File: src/panel_defs.vh
/*
 * Constants of the operator-panel status and control block: element
 * indices, control bit positions, reset values, limits and timing counts.
 * Assumes inclusion by bare name from the panel design file.
 */
`ifndef PANEL_DEFS_VH
`define PANEL_DEFS_VH

// element indices on the program data port
`define IDX_CTRL 3'h0
`define IDX_CONTRAST 3'h1
`define IDX_KNOB0 3'h2
`define IDX_KNOB1 3'h3
`define IDX_LOWER 3'h4
`define IDX_UPPER 3'h5
`define IDX_FAULT 3'h6

// bit positions of the control element
`define BIT_LIVE 0
`define BIT_CONFIRM 1
`define BIT_CANCEL 2
`define BIT_BL_SWITCH 3
`define BIT_BL_HOLD 4
`define BIT_SCREEN 5
`define BIT_RANGE_FAULT 6

// reset values
`define RST_LIVE 1'h0
`define RST_BL_SWITCH 1'h1
`define RST_BL_HOLD 1'h0
`define RST_CONTRAST 16'h0019
`define RST_KNOB 16'h0000
`define RST_LOWER 16'h0000
`define RST_UPPER 16'h00FA

// contrast limits
`define CONTRAST_MIN 16'h000F
`define CONTRAST_MAX 16'h0023

// panel fault codes
`define FAULT_NONE 16'h0000
`define FAULT_KNOB_HW 16'h0001
`define FAULT_RANGE 16'h0002

// destination kinds for the fourth-line input operand
`define KIND_BIT 2'h0
`define KIND_INT 2'h1
`define KIND_LONG 2'h2
`define KIND_OTHER 2'h3

// synchronised panel pin positions
`define PIN_UP 0
`define PIN_DOWN 1
`define PIN_OK 2
`define PIN_ESC 3
`define PIN_SEL 4
`define PIN_UDM 5
`define PIN_HWF 6
`define PIN_MLIVE 7
`define PIN_MWR 8
`define PIN_W 9

// backlight timeout: seconds and clock rate, cycles derived
`define BL_TIMEOUT_S 33'h00000001E
`define CLK_HZ 33'h00BEBC200
`define BL_TIMEOUT_CYC (`BL_TIMEOUT_S * `CLK_HZ)

`endif

File: src/panel_status.v
/*
 * Operator-panel status and control: trim-knob value words with range
 * clamping on program load, live or confirm-on-enter knob editing,
 * confirm/cancel key latches, user screen flag, backlight and contrast.
 * Assumes panel key and mode pins are asynchronous; program port and
 * loader signals run on sys_clk.
 */
`timescale 1ns/100ps
`include "panel_defs.vh"

module panel_status #(
    parameter [32:0] BL_TIMEOUT_CYC = `BL_TIMEOUT_CYC
) (
    input wire sys_clk,
    input wire rstn,
    input wire key_up,
    input wire key_down,
    input wire key_ok,
    input wire key_esc,
    input wire knob_select,
    input wire user_display_mode,
    input wire knob_hw_fault,
    input wire menu_live_value,
    input wire menu_live_write,
    input wire prog_wr,
    input wire prog_rd,
    input wire [2:0] prog_idx,
    input wire [15:0] prog_wdata,
    output reg [15:0] prog_rdata_q,
    input wire tool_live_wr,
    input wire tool_live_value,
    input wire load_start,
    input wire [15:0] trim_lower_bound,
    input wire [15:0] trim_upper_bound,
    output reg load_done_q,
    input wire instr_check,
    input wire disp_with_input,
    input wire [1:0] line4_first_kind,
    input wire line4_second_used,
    input wire [5:0] src_immediate,
    input wire [5:0] src_nonzero,
    output reg operand_reject_q,
    output reg backlight_on_q,
    output reg [15:0] contrast_out_q,
    output reg screen_user_mode_q
);

    // clamp a sign-extended value to a signed lower/upper pair
    function [15:0] clamp_val;
        input [16:0] t;
        input [15:0] lo;
        input [15:0] hi;
        begin
            if ($signed(t) < $signed({lo[15], lo}))
                clamp_val = lo;
            else if ($signed(t) > $signed({hi[15], hi}))
                clamp_val = hi;
            else
                clamp_val = t[15:0];
        end
    endfunction

    function out_of_range;
        input [15:0] v;
        input [15:0] lo;
        input [15:0] hi;
        begin
            out_of_range = ($signed(v) < $signed(lo)) || ($signed(v) > $signed(hi));
        end
    endfunction

    // one knob step up or down, held inside the bounds
    function [15:0] trim_step;
        input [15:0] v;
        input up;
        input [15:0] lo;
        input [15:0] hi;
        reg [16:0] t;
        begin
            t = up ? ({v[15], v} + 17'h00001) : ({v[15], v} - 17'h00001);
            trim_step = clamp_val(t, lo, hi);
        end
    endfunction

    // pin synchronisers, third stage only for edge detection
    wire [`PIN_W-1:0] pin_raw;
    reg [`PIN_W-1:0] sync1_q;
    reg [`PIN_W-1:0] sync2_q;
    reg [`PIN_W-1:0] prev_q;
    wire [`PIN_W-1:0] rise;

    assign pin_raw = {menu_live_write, menu_live_value, knob_hw_fault, user_display_mode,
                      knob_select, key_esc, key_ok, key_down, key_up};

    always @(posedge sys_clk or negedge rstn) begin
        if (!rstn) begin
            sync1_q <= {`PIN_W{1'h0}};
            sync2_q <= {`PIN_W{1'h0}};
            prev_q <= {`PIN_W{1'h0}};
        end else begin
            sync1_q <= pin_raw;
            sync2_q <= sync1_q;
            prev_q <= sync2_q;
        end
    end

    // edge stage resets low like the idle pins, so reset gives no false press
    assign rise = sync2_q & ~prev_q;

    wire udm = sync2_q[`PIN_UDM];
    wire sel = sync2_q[`PIN_SEL];
    wire up_p = rise[`PIN_UP];
    wire dn_p = rise[`PIN_DOWN];
    wire ok_p = rise[`PIN_OK];
    wire esc_p = rise[`PIN_ESC];
    wire any_key = up_p | dn_p | ok_p | esc_p;
    wire step_p = up_p ^ dn_p;
    wire wr_ctrl = prog_wr && (prog_idx == `IDX_CTRL);
    wire wr_contrast = prog_wr && (prog_idx == `IDX_CONTRAST);

    // control bits and key latches
    reg live_q;
    reg confirm_q;
    reg cancel_q;
    reg bl_switch_q;
    reg bl_hold_q;
    reg range_fault_q;
    reg [15:0] fault_code_q;

    always @(posedge sys_clk or negedge rstn) begin
        if (!rstn) begin
            live_q <= `RST_LIVE;
            confirm_q <= 1'h0;
            cancel_q <= 1'h0;
            bl_switch_q <= `RST_BL_SWITCH;
            bl_hold_q <= `RST_BL_HOLD;
        end else begin
            if (wr_ctrl) begin
                live_q <= prog_wdata[`BIT_LIVE];
                bl_switch_q <= prog_wdata[`BIT_BL_SWITCH];
                bl_hold_q <= prog_wdata[`BIT_BL_HOLD];
            end else if (rise[`PIN_MWR]) begin
                live_q <= sync2_q[`PIN_MLIVE];
            end else if (tool_live_wr) begin
                live_q <= tool_live_value;
            end
            // press in user display mode sets; set wins over program clear
            if (ok_p && udm)
                confirm_q <= 1'h1;
            else if (wr_ctrl)
                confirm_q <= prog_wdata[`BIT_CONFIRM];
            if (esc_p && udm)
                cancel_q <= 1'h1;
            else if (wr_ctrl)
                cancel_q <= prog_wdata[`BIT_CANCEL];
        end
    end

    // trim knob values, pending edits and bounds
    reg [15:0] knob0_q;
    reg [15:0] knob1_q;
    reg [15:0] pend0_q;
    reg [15:0] pend1_q;
    reg [15:0] lower_q;
    reg [15:0] upper_q;
    wire edit_now = step_p && !udm;
    wire [15:0] knob0_fit;
    wire [15:0] knob1_fit;

    // value and pending copy take the same clamp on load
    assign knob0_fit = clamp_val({knob0_q[15], knob0_q}, trim_lower_bound, trim_upper_bound);
    assign knob1_fit = clamp_val({knob1_q[15], knob1_q}, trim_lower_bound, trim_upper_bound);

    always @(posedge sys_clk or negedge rstn) begin
        if (!rstn) begin
            knob0_q <= `RST_KNOB;
            knob1_q <= `RST_KNOB;
            pend0_q <= `RST_KNOB;
            pend1_q <= `RST_KNOB;
            lower_q <= `RST_LOWER;
            upper_q <= `RST_UPPER;
            range_fault_q <= 1'h0;
            load_done_q <= 1'h0;
        end else begin
            load_done_q <= load_start;
            if (load_start) begin
                // load wins over key edits arriving in the same cycle
                lower_q <= trim_lower_bound;
                upper_q <= trim_upper_bound;
                knob0_q <= knob0_fit;
                knob1_q <= knob1_fit;
                pend0_q <= knob0_fit;
                pend1_q <= knob1_fit;
                range_fault_q <= out_of_range(knob0_q, trim_lower_bound, trim_upper_bound)
                              || out_of_range(knob1_q, trim_lower_bound,
                                              trim_upper_bound);
            end else if (live_q) begin
                // pending copies follow, so a switch to confirm mode starts clean
                if (edit_now && !sel)
                    knob0_q <= trim_step(knob0_q, up_p, lower_q, upper_q);
                if (edit_now && sel)
                    knob1_q <= trim_step(knob1_q, up_p, lower_q, upper_q);
                pend0_q <= knob0_q;
                pend1_q <= knob1_q;
            end else if (ok_p && !udm) begin
                knob0_q <= pend0_q;
                knob1_q <= pend1_q;
            end else if (esc_p && !udm) begin
                pend0_q <= knob0_q;
                pend1_q <= knob1_q;
            end else if (edit_now) begin
                if (!sel)
                    pend0_q <= trim_step(pend0_q, up_p, lower_q, upper_q);
                else
                    pend1_q <= trim_step(pend1_q, up_p, lower_q, upper_q);
            end
        end
    end

    // fault code follows the range flag and the knob hardware pin
    // range fault outranks the hardware fault
    always @(posedge sys_clk or negedge rstn) begin
        if (!rstn)
            fault_code_q <= `FAULT_NONE;
        else if (range_fault_q)
            fault_code_q <= `FAULT_RANGE;
        else if (sync2_q[`PIN_HWF])
            fault_code_q <= `FAULT_KNOB_HW;
        else
            fault_code_q <= `FAULT_NONE;
    end

    // contrast, clamped on write
    // negative or oversized writes land on the nearer limit
    reg [15:0] contrast_q;

    always @(posedge sys_clk or negedge rstn) begin
        if (!rstn)
            contrast_q <= `RST_CONTRAST;
        else if (wr_contrast)
            contrast_q <= clamp_val({prog_wdata[15], prog_wdata}, `CONTRAST_MIN,
                                    `CONTRAST_MAX);
    end

    // backlight timeout counter
    reg [32:0] bl_cnt_q;
    reg bl_switch_prev_q;
    wire bl_restart = any_key || (bl_switch_q && !bl_switch_prev_q);
    wire bl_running = (bl_cnt_q != 33'h000000000);

    // switch history resets low, so the timer starts once after reset
    always @(posedge sys_clk or negedge rstn) begin
        if (!rstn) begin
            bl_cnt_q <= 33'h000000000;
            bl_switch_prev_q <= 1'h0;
        end else begin
            bl_switch_prev_q <= bl_switch_q;
            if (bl_restart)
                bl_cnt_q <= BL_TIMEOUT_CYC;
            else if (bl_running)
                bl_cnt_q <= bl_cnt_q - 33'h000000001;
        end
    end

    // panel-facing outputs
    always @(posedge sys_clk or negedge rstn) begin
        if (!rstn) begin
            backlight_on_q <= 1'h0;
            contrast_out_q <= `RST_CONTRAST;
            screen_user_mode_q <= 1'h0;
        end else begin
            backlight_on_q <= bl_switch_q
                && (bl_hold_q || bl_restart || bl_running);
            contrast_out_q <= contrast_q;
            screen_user_mode_q <= udm;
        end
    end

    // instruction operand check
    always @(posedge sys_clk or negedge rstn) begin
        if (!rstn)
            operand_reject_q <= 1'h0;
        else if (instr_check) begin
            if (disp_with_input)
                operand_reject_q <= (line4_first_kind == `KIND_OTHER)
                                 || line4_second_used;
            else
                operand_reject_q <= |(src_immediate & src_nonzero);
        end
    end

    // program read port
    reg [15:0] ctrl_word;

    always @* begin
        ctrl_word = 16'h0000;
        ctrl_word[`BIT_LIVE] = live_q;
        ctrl_word[`BIT_CONFIRM] = confirm_q;
        ctrl_word[`BIT_CANCEL] = cancel_q;
        ctrl_word[`BIT_BL_SWITCH] = bl_switch_q;
        ctrl_word[`BIT_BL_HOLD] = bl_hold_q;
        ctrl_word[`BIT_SCREEN] = udm;
        ctrl_word[`BIT_RANGE_FAULT] = range_fault_q;
    end

    always @(posedge sys_clk or negedge rstn) begin
        if (!rstn)
            prog_rdata_q <= 16'h0000;
        else if (prog_rd) begin
            case (prog_idx)
                `IDX_CTRL: prog_rdata_q <= ctrl_word;
                `IDX_CONTRAST: prog_rdata_q <= contrast_q;
                `IDX_KNOB0: prog_rdata_q <= knob0_q;
                `IDX_KNOB1: prog_rdata_q <= knob1_q;
                `IDX_LOWER: prog_rdata_q <= lower_q;
                `IDX_UPPER: prog_rdata_q <= upper_q;
                `IDX_FAULT: prog_rdata_q <= fault_code_q;
                // index 7 reads as zero
                default: prog_rdata_q <= 16'h0000;
            endcase
        end
    end

endmodule

File: config.mk
export PLATFORM = sky130hd
export DESIGN_NAME = panel_status
export DESIGN_NICKNAME = d
export VERILOG_FILES = /design/src/panel_status.v
export VERILOG_INCLUDE_DIRS = /design/src
export SDC_FILE = /design/constraint.sdc
export NUM_CORES = 1
export LEC_CHECK = 0
export BUFFER_PORTS_ARGS = -buffer_cell sky130_fd_sc_hd__buf_2
export CAP_MARGIN = 20
export CELL_PAD_IN_SITES_DETAIL_PLACEMENT = 1
export CELL_PAD_IN_SITES_GLOBAL_PLACEMENT = 1
export CORE_MARGIN = 2
export CORE_UTILIZATION = 43
export DETAILED_ROUTE_END_ITERATION = 8
export PLACE_DENSITY = 0.72
export REMOVE_ABC_BUFFERS = 1
export SLEW_MARGIN = 20
export SYNTH_ARGS = -nofsm -noshare
export SYNTH_HDL_FRONTEND = slang
export SYNTH_SLANG_ARGS = --single-unit
File: constraint.sdc
create_clock -name sys_clk -period 10.51 [get_ports sys_clk]
set_input_delay 2.102 -clock sys_clk [delete_from_list [all_inputs] [get_ports sys_clk]]
set_output_delay 2.102 -clock sys_clk [all_outputs]
set_load 0.02 [all_outputs]
Word level (Yosys, flattened, before mapping)
Cells that the tools add are included.
{"block": "totals", "regBits": 231, "latchBits": 0, "ram_bits": 0, "mem_bits_ro": 0, "in_bits": 84, "output_inout_bits": 36, "wordCells": 156, "memories": 0}
{"block": "classes", "addsub": 9, "multipliers": 0, "n_div": 0, "n_lt_le_gt_ge": 18, "eq_ne": 11, "shifts": 0, "mux": 51, "bitwise": 7, "n_reduce_logical": 35}
{"operator": "16-bit two-way mux", "count": 34}
{"operator": "16-bit one-hot mux with 7 select lines", "count": 1}
{"operator": "16-bit by 2-bit adder with 17-bit output, second input constant", "count": 4}
{"operator": "17-bit by 16-bit > comparator with 1-bit output", "count": 4}
{"operator": "17-bit by 16-bit less-than comparator with 1-bit output", "count": 4}
{"operator": "17-bit two-way mux", "count": 4}
{"operator": "16-bit by 2-bit subtractor with 17-bit output, second input constant", "count": 4}
{"operator": "33-bit two-way mux", "count": 2}
{"operator": "16-bit > comparator", "count": 4}
{"operator": "16-bit less-than comparator", "count": 4}
{"operator": "33-bit nonzero test", "count": 1}
{"operator": "33-bit by 1-bit subtractor with 33-bit output, second input constant", "count": 1}
{"operator": "16-bit by 7-bit > comparator with 1-bit output, second input constant", "count": 1}
{"operator": "16-bit by 5-bit less-than comparator with 1-bit output, second input constant", "count": 1}
{"operator": "1-bit logical AND", "count": 11}
{"operator": "9-bit bitwise AND", "count": 1}
{"operator": "3-bit equality test, second input constant", "count": 3}
{"operator": "1-bit two-way mux", "count": 9}
{"operator": "9-bit NOT", "count": 1}
{"operator": "4-bit nonzero test", "count": 2}
{"operator": "1-bit logical OR", "count": 7}
{"operator": "6-bit bitwise AND", "count": 1}
{"operator": "3-bit by 2-bit equality test with 1-bit output, second input constant", "count": 2}
{"operator": "3-bit by 2-bit inequality test with 1-bit output, second input constant", "count": 2}
{"operator": "14 further kinds", "count": 23}

Logic depth before layout (Yosys ltp)
{"block": "depth", "depth_word": 12, "depth_mapped": 21, "depth_no_buf": 19}

Worst setup path after synthesis
OpenSTA, ideal clock, no wires.
{"block": "synth_path", "kind": "reg-to-reg", "from": "register prev_q[0]", "to": "register pend1_q[7]", "setup_time_ps": 128, "arrival_time_ps": 5706, "required_ps": 10382, "slack_ps": 4676, "path_stages_with_launch": 19, "path_buffers": 1, "synth_period_minus_slack_ps": 5834, "cell_sequence": "dfrtp_1 -> nand2b_1 -> fa_1 -> a211o_1 -> a2111oi_0 -> o21ai_0 -> a31oi_1 -> o21bai_1 -> xor2_1 -> ha_1 -> nand2_1 -> o21ai_0 -> a2111oi_0 -> o211ai_1 -> o21ai_0 -> buf_2 -> mux2_2 -> a211oi_1 -> nor3_1"}
{"block": "synth_between", "elab_chain_cells": 12, "word_cells_on_any_way": 17, "cone_classes": "order compare: 2; mux: 9; bitwise: 3; reduce/logical: 3"}
{"element": "start: declaration", "line_no": "panel_status.v:89", "rtl": "reg [`PIN_W-1:0] prev_q;"}
{"element": "start signal: assignment", "line_no": "panel_status.v:99", "rtl": "prev_q <= {`PIN_W{1'h0}};"}
{"element": "start signal: assignment", "line_no": "panel_status.v:103", "rtl": "prev_q <= sync2_q;"}
{"element": "9-bit NOT (*)", "line_no": "panel_status.v:108", "rtl": "assign rise = sync2_q & ~prev_q;"}
{"element": "9-bit bitwise AND (*)", "line_no": "panel_status.v:108"}
{"element": "17-bit two-way mux", "line_no": "panel_status.v:80", "rtl": "t = up ? ({v[15], v} + 17'h00001) : ({v[15], v} - 17'h00001);"}
{"element": "17-bit by 16-bit > comparator with 1-bit output", "line_no": "panel_status.v:56", "rtl": "else if ($signed(t) > $signed({hi[15], hi}))"}
{"element": "16-bit two-way mux", "line_no": "panel_status.v:56"}
{"element": "16-bit two-way mux", "line_no": "panel_status.v:54", "rtl": "if ($signed(t) < $signed({lo[15], lo}))"}
{"element": "16-bit two-way mux", "line_no": "panel_status.v:212", "rtl": "if (!sel)"}
{"element": "16-bit two-way mux", "line_no": "panel_status.v:211", "rtl": "end else if (edit_now) begin"}
{"element": "16-bit two-way mux", "line_no": "panel_status.v:208", "rtl": "end else if (esc_p && !udm) begin"}
{"element": "16-bit two-way mux", "line_no": "panel_status.v:205", "rtl": "end else if (ok_p && !udm) begin"}
{"element": "16-bit two-way mux", "line_no": "panel_status.v:197", "rtl": "end else if (live_q) begin"}
{"element": "16-bit two-way mux", "line_no": "panel_status.v:186", "rtl": "if (load_start) begin"}
{"element": "end signal: assignment", "line_no": "panel_status.v:193", "rtl": "pend1_q <= knob1_fit;"}
{"element": "end signal: assignment", "line_no": "panel_status.v:204", "rtl": "pend1_q <= knob1_q;"}
{"element": "end signal: assignment", "line_no": "panel_status.v:210", "rtl": "pend1_q <= knob1_q;"}
{"element": "end: declaration", "line_no": "panel_status.v:163", "rtl": "reg [15:0] pend1_q;"}
Mark *: on every way between the ends. The rest lies on a longest branch, timed or not. The select of a mux whose other input is x is not followed.
A chain may end at the register's enable or synchronous reset.

Worst setup path in the final report
{"block": "layout_path", "from": "register sync2_q[0]", "to": "register pend1_q[1]"}
{"block": "layout_between", "elab_chain_cells": 11, "word_cells_on_any_way": 16, "cone_classes": "order compare: 2; mux: 9; bitwise: 2; reduce/logical: 3"}
{"element": "start: declaration", "line_no": "panel_status.v:88", "rtl": "reg [`PIN_W-1:0] sync2_q;"}
{"element": "start signal: assignment", "line_no": "panel_status.v:98", "rtl": "sync2_q <= {`PIN_W{1'h0}};"}
{"element": "start signal: assignment", "line_no": "panel_status.v:102", "rtl": "sync2_q <= sync1_q;"}
{"element": "9-bit bitwise AND (*)", "line_no": "panel_status.v:108"}
{"element": "17-bit two-way mux", "line_no": "panel_status.v:80"}
{"element": "17-bit by 16-bit > comparator with 1-bit output", "line_no": "panel_status.v:56"}
{"element": "16-bit two-way mux", "line_no": "panel_status.v:56"}
{"element": "16-bit two-way mux", "line_no": "panel_status.v:54"}
{"element": "16-bit two-way mux", "line_no": "panel_status.v:212"}
{"element": "16-bit two-way mux", "line_no": "panel_status.v:211"}
{"element": "16-bit two-way mux", "line_no": "panel_status.v:208"}
{"element": "16-bit two-way mux", "line_no": "panel_status.v:205"}
{"element": "16-bit two-way mux", "line_no": "panel_status.v:197"}
{"element": "16-bit two-way mux", "line_no": "panel_status.v:186"}
Marks and branches as above.

==> flow_summary.json <==
{
  "syn2layout_area_growth_pct": 11.3,
  "drtAntennaViolNets": 0,
  "core_area_sq_um": 42800,
  "grt_max_degree": 77,
  "grt_pass1_wl_mm": 120,
  "syn_inst": 2135,
  "syn_avg_cell_area_sq_um": 8.69,
  "crit_arrival_ns": 6.83,
  "synth.most_common_cell": "ha_1",
  "postCtsSetupBuffers": 0,
  "rows": 76,
  "fin_crit_sh_pct": 60.7,
  "fin_crit_ns": 6.38,
  "slew_headroom_pct": 28.9,
  "place_ws_ns": 4.32,
  "vdd_ir_drop_max_mv": 0.176,
  "drive_above_1_share_pct": 11.9,
  "start_kind": "register",
  "critPathCaptureType": "register",
  "ys.flop_type": "dfrtp_1",
  "hold_start": "sync1_q[5]",
  "nets": 2564,
  "fin_setup_tns_ns": 0,
  "via_per_inst": 6.58,
  "netlist_top_cells_count": "ha_1, dfrtp_1, nor2_1",
  "chipWidth_um": 212,
  "fin_worst_skew_ns": 0.0103,
  "setup_viol": 0,
  "synth_enable_flop_cells": 0,
  "pwr_density_cell_nw_per_um2": 371,
  "r2r_start": "sync2_q[0]",
  "regArea_sq_um": 5350,
  "syn_area_sq_um": 18600,
  "cts_resized": 0,
  "grt_overflow": 0,
  "status": "finished clean",
  "multi_input_comb_area_sq_um": 12400,
  "htree_levels": 1,
  "synth_area_leader_cell": "dfrtp_1",
  "r2r_cells": 19,
  "fin_area_sq_um": 20600,
  "dpl.hpwl_mm": 62.8,
  "cp-startpoint": "sync2_q[0]",
  "tritoncts": "yes",
  "clockBufferDepth": 3,
  "gr-usage-all-layers_pct": 36.3,
  "hold_viol": 0,
  "dieArea_sq_um": 44800,
  "wl_mm": 81.2,
  "path_class": "register to register",
  "ios": 120,
  "netlist_top_cells_area": "dfrtp_1, ha_1, a21oi_1, mux2i_1, nor2_1",
  "wl_per_cell_um": 29.1,
  "yosysWarnings": 0,
  "maxSlewViolCount": 0,
  "netlist-cell-type-count": 82,
  "place_area_sq_um": 19700,
  "postCtsHoldBufs": 0,
  "drc": 0,
  "fin_ws_ns": 4.13,
  "crit_fanout": 41,
  "cts_buffers": 27,
  "vias": 18300,
  "yosysSeqAreaShare_pct": 28.8,
  "hold_class": "register to register",
  "dr.pass1.iters": 5,
  "ctsRootBufferMaster": "clkbuf_16",
  "fillerInstances": 5069,
  "drv_cap": 0,
  "ys_ff_latch": 213,
  "synth-async-reset-ratio_pct": 100,
  "cp_data_required_time_ns": 10.96,
  "clock_latency_ns": 0.57,
  "synth_top_cell_area_share_pct": 27.0,
  "dr.first_iter.drc_count": 1847,
  "rsz0062_at_grt": "no",
  "grt_pass1_vias": 18900,
  "tightest_slew_ns": 1.06,
  "whs_path_depth": 0,
  "fmax_mhz": 157,
  "leakage_nw": 9.30,
  "cts_sinks": 213,
  "die_h_um": 212,
  "num_antenna_cells": 0,
  "initial_core_util_pct": 43.4,
  "gp_congestion": 0.966,
  "clk_pin_slew_ns": 0.06,
  "antenna_found_initial": 0,
  "port_buffers": 119
}
-- placed cells by master (no fill, tap or decap), types with 19 or more instances in the layout --
| cell | Yosys | routed |
|---|---|---|
| ha_1 | 256 | 256 |
| dfrtp_1 | 200 | 200 |
| nor2_1 | 186 | 185 |
| nand2_1 | 161 | 161 |
| a21oi_1 | 153 | 153 |
| o21ai_0 | 139 | 137 |
| inv_1 | 121 | 121 |
| buf_2 | 7 | 117 |
| mux2i_1 | 73 | 73 |
| xnor2_1 | 44 | 44 |
| o211ai_1 | 44 | 44 |
| a21o_1 | 43 | 43 |
| nand3_1 | 39 | 39 |
| nor3_1 | 37 | 36 |
| a31oi_1 | 36 | 35 |
| a211oi_1 | 33 | 33 |
| nor2b_1 | 31 | 31 |
| buf_4 | 0 | 31 |
| xor2_1 | 28 | 28 |
| clkbuf_16 | 0 | 27 |
| a221oi_1 | 26 | 26 |
| mux2_2 | 26 | 26 |
| a22oi_1 | 24 | 24 |
| nand4_1 | 21 | 21 |
| o21a_1 | 20 | 20 |
| and2_1 | 19 | 19 |
-- power breakdown --
group          switching (W)  total, W  internal (W)
logic                0.00322   0.00525       0.00203
registers           0.000424   0.00143       0.00100
clock network       0.000394  0.000981      0.000587
-- cells by family after synthesis --
family | count (synthesis) | share of synthesized area (%)
and+or+nand+nor | 593 | 15.3
buffers and inverters | 215 | 4.52
muxes | 99 | 5.52
DFF | 213 | 28.8
AOI/OAI and AO/OA | 683 | 24.7
xor gates and xnor gates | 72 | 3.40
adders and majority gates | 260 | 17.7
-- worst max-delay path, cell delays in order (launching register included) --
cell and delay, ns:
dfrtp_1 0.40, nand2b_2 0.46, buf_4 0.60, ha_1 0.41, a211o_1 0.32, a2111oi_0 0.71
o21ai_0 0.29, a31oi_1 0.31, o21bai_1 0.11, xor2_1 0.29, ha_1 0.31, nand2_1 0.09
o21ai_0 0.10, a2111oi_0 0.41, o211ai_1 0.21, o21ai_2 0.15, buf_4 0.33, mux2i_1 0.36
a21oi_1 0.12, o221a_2 0.26
-- layer usage --
metal | track usage [%] | routed length, um
met2 | 57.6 | 36500
met5 | 0 | 0
met4 | 15.1 | 3710
met3 | 6.35 | 5980
met1 | 48.7 | 35000
-- worst paths after layout --
check / endpoint / slack (ns)
max: pend1_q[1] / 4.13
min: sync2_q[5] / 0.35
max reg2reg: pend1_q[1] / 4.13
min reg2reg: sync2_q[5] / 0.35
max in group asynchronous: knob0_q[3] / 7.46
min in group asynchronous: bl_cnt_q[1] / 1.51
-- cell type report --
cell class                      count  share of cell area, %
Clock buffer                       39                   3.78
Timing Repair Buffer              149                   4.04
Clock inverter                     11                  0.660
Sequential cell                   213                   25.9
Tap cell                          546                   3.31
Multi-Input combinational cell   1707                   60.1
Inverter                          122                   2.22
-- metrics by stage --
step / util, % / instances / total power, W / hold slack [ns]
after floorplan: - / 2042 / 0.00475 / 0.331
after global placement: 46.1 / 2737 / 0.00634 / 0.333
after detailed placement: 46.1 / 2737 / 0.00653 / 0.339
after CTS: 48.3 / 2787 / 0.00754 / 0.351
after global routing: 48.3 / 2787 / 0.00820 / 0.353
final: 48.3 / 2787 / 0.00766 / 0.345
-- flip-flops by register name, indices dropped and copies added, names as in the netlist, 2 cells and up --
register and flops:
knob1_q 16, sync2_q 9, fault_code_q 2, contrast_q 16, contrast_out_q 16, knob0_q 16, pend1_q 16, pend0_q 16
prog_rdata_q 16, sync1_q 9, bl_cnt_q 33, upper_q 16, lower_q 16, prev_q 6
Power figures use the tool's default switching activity.
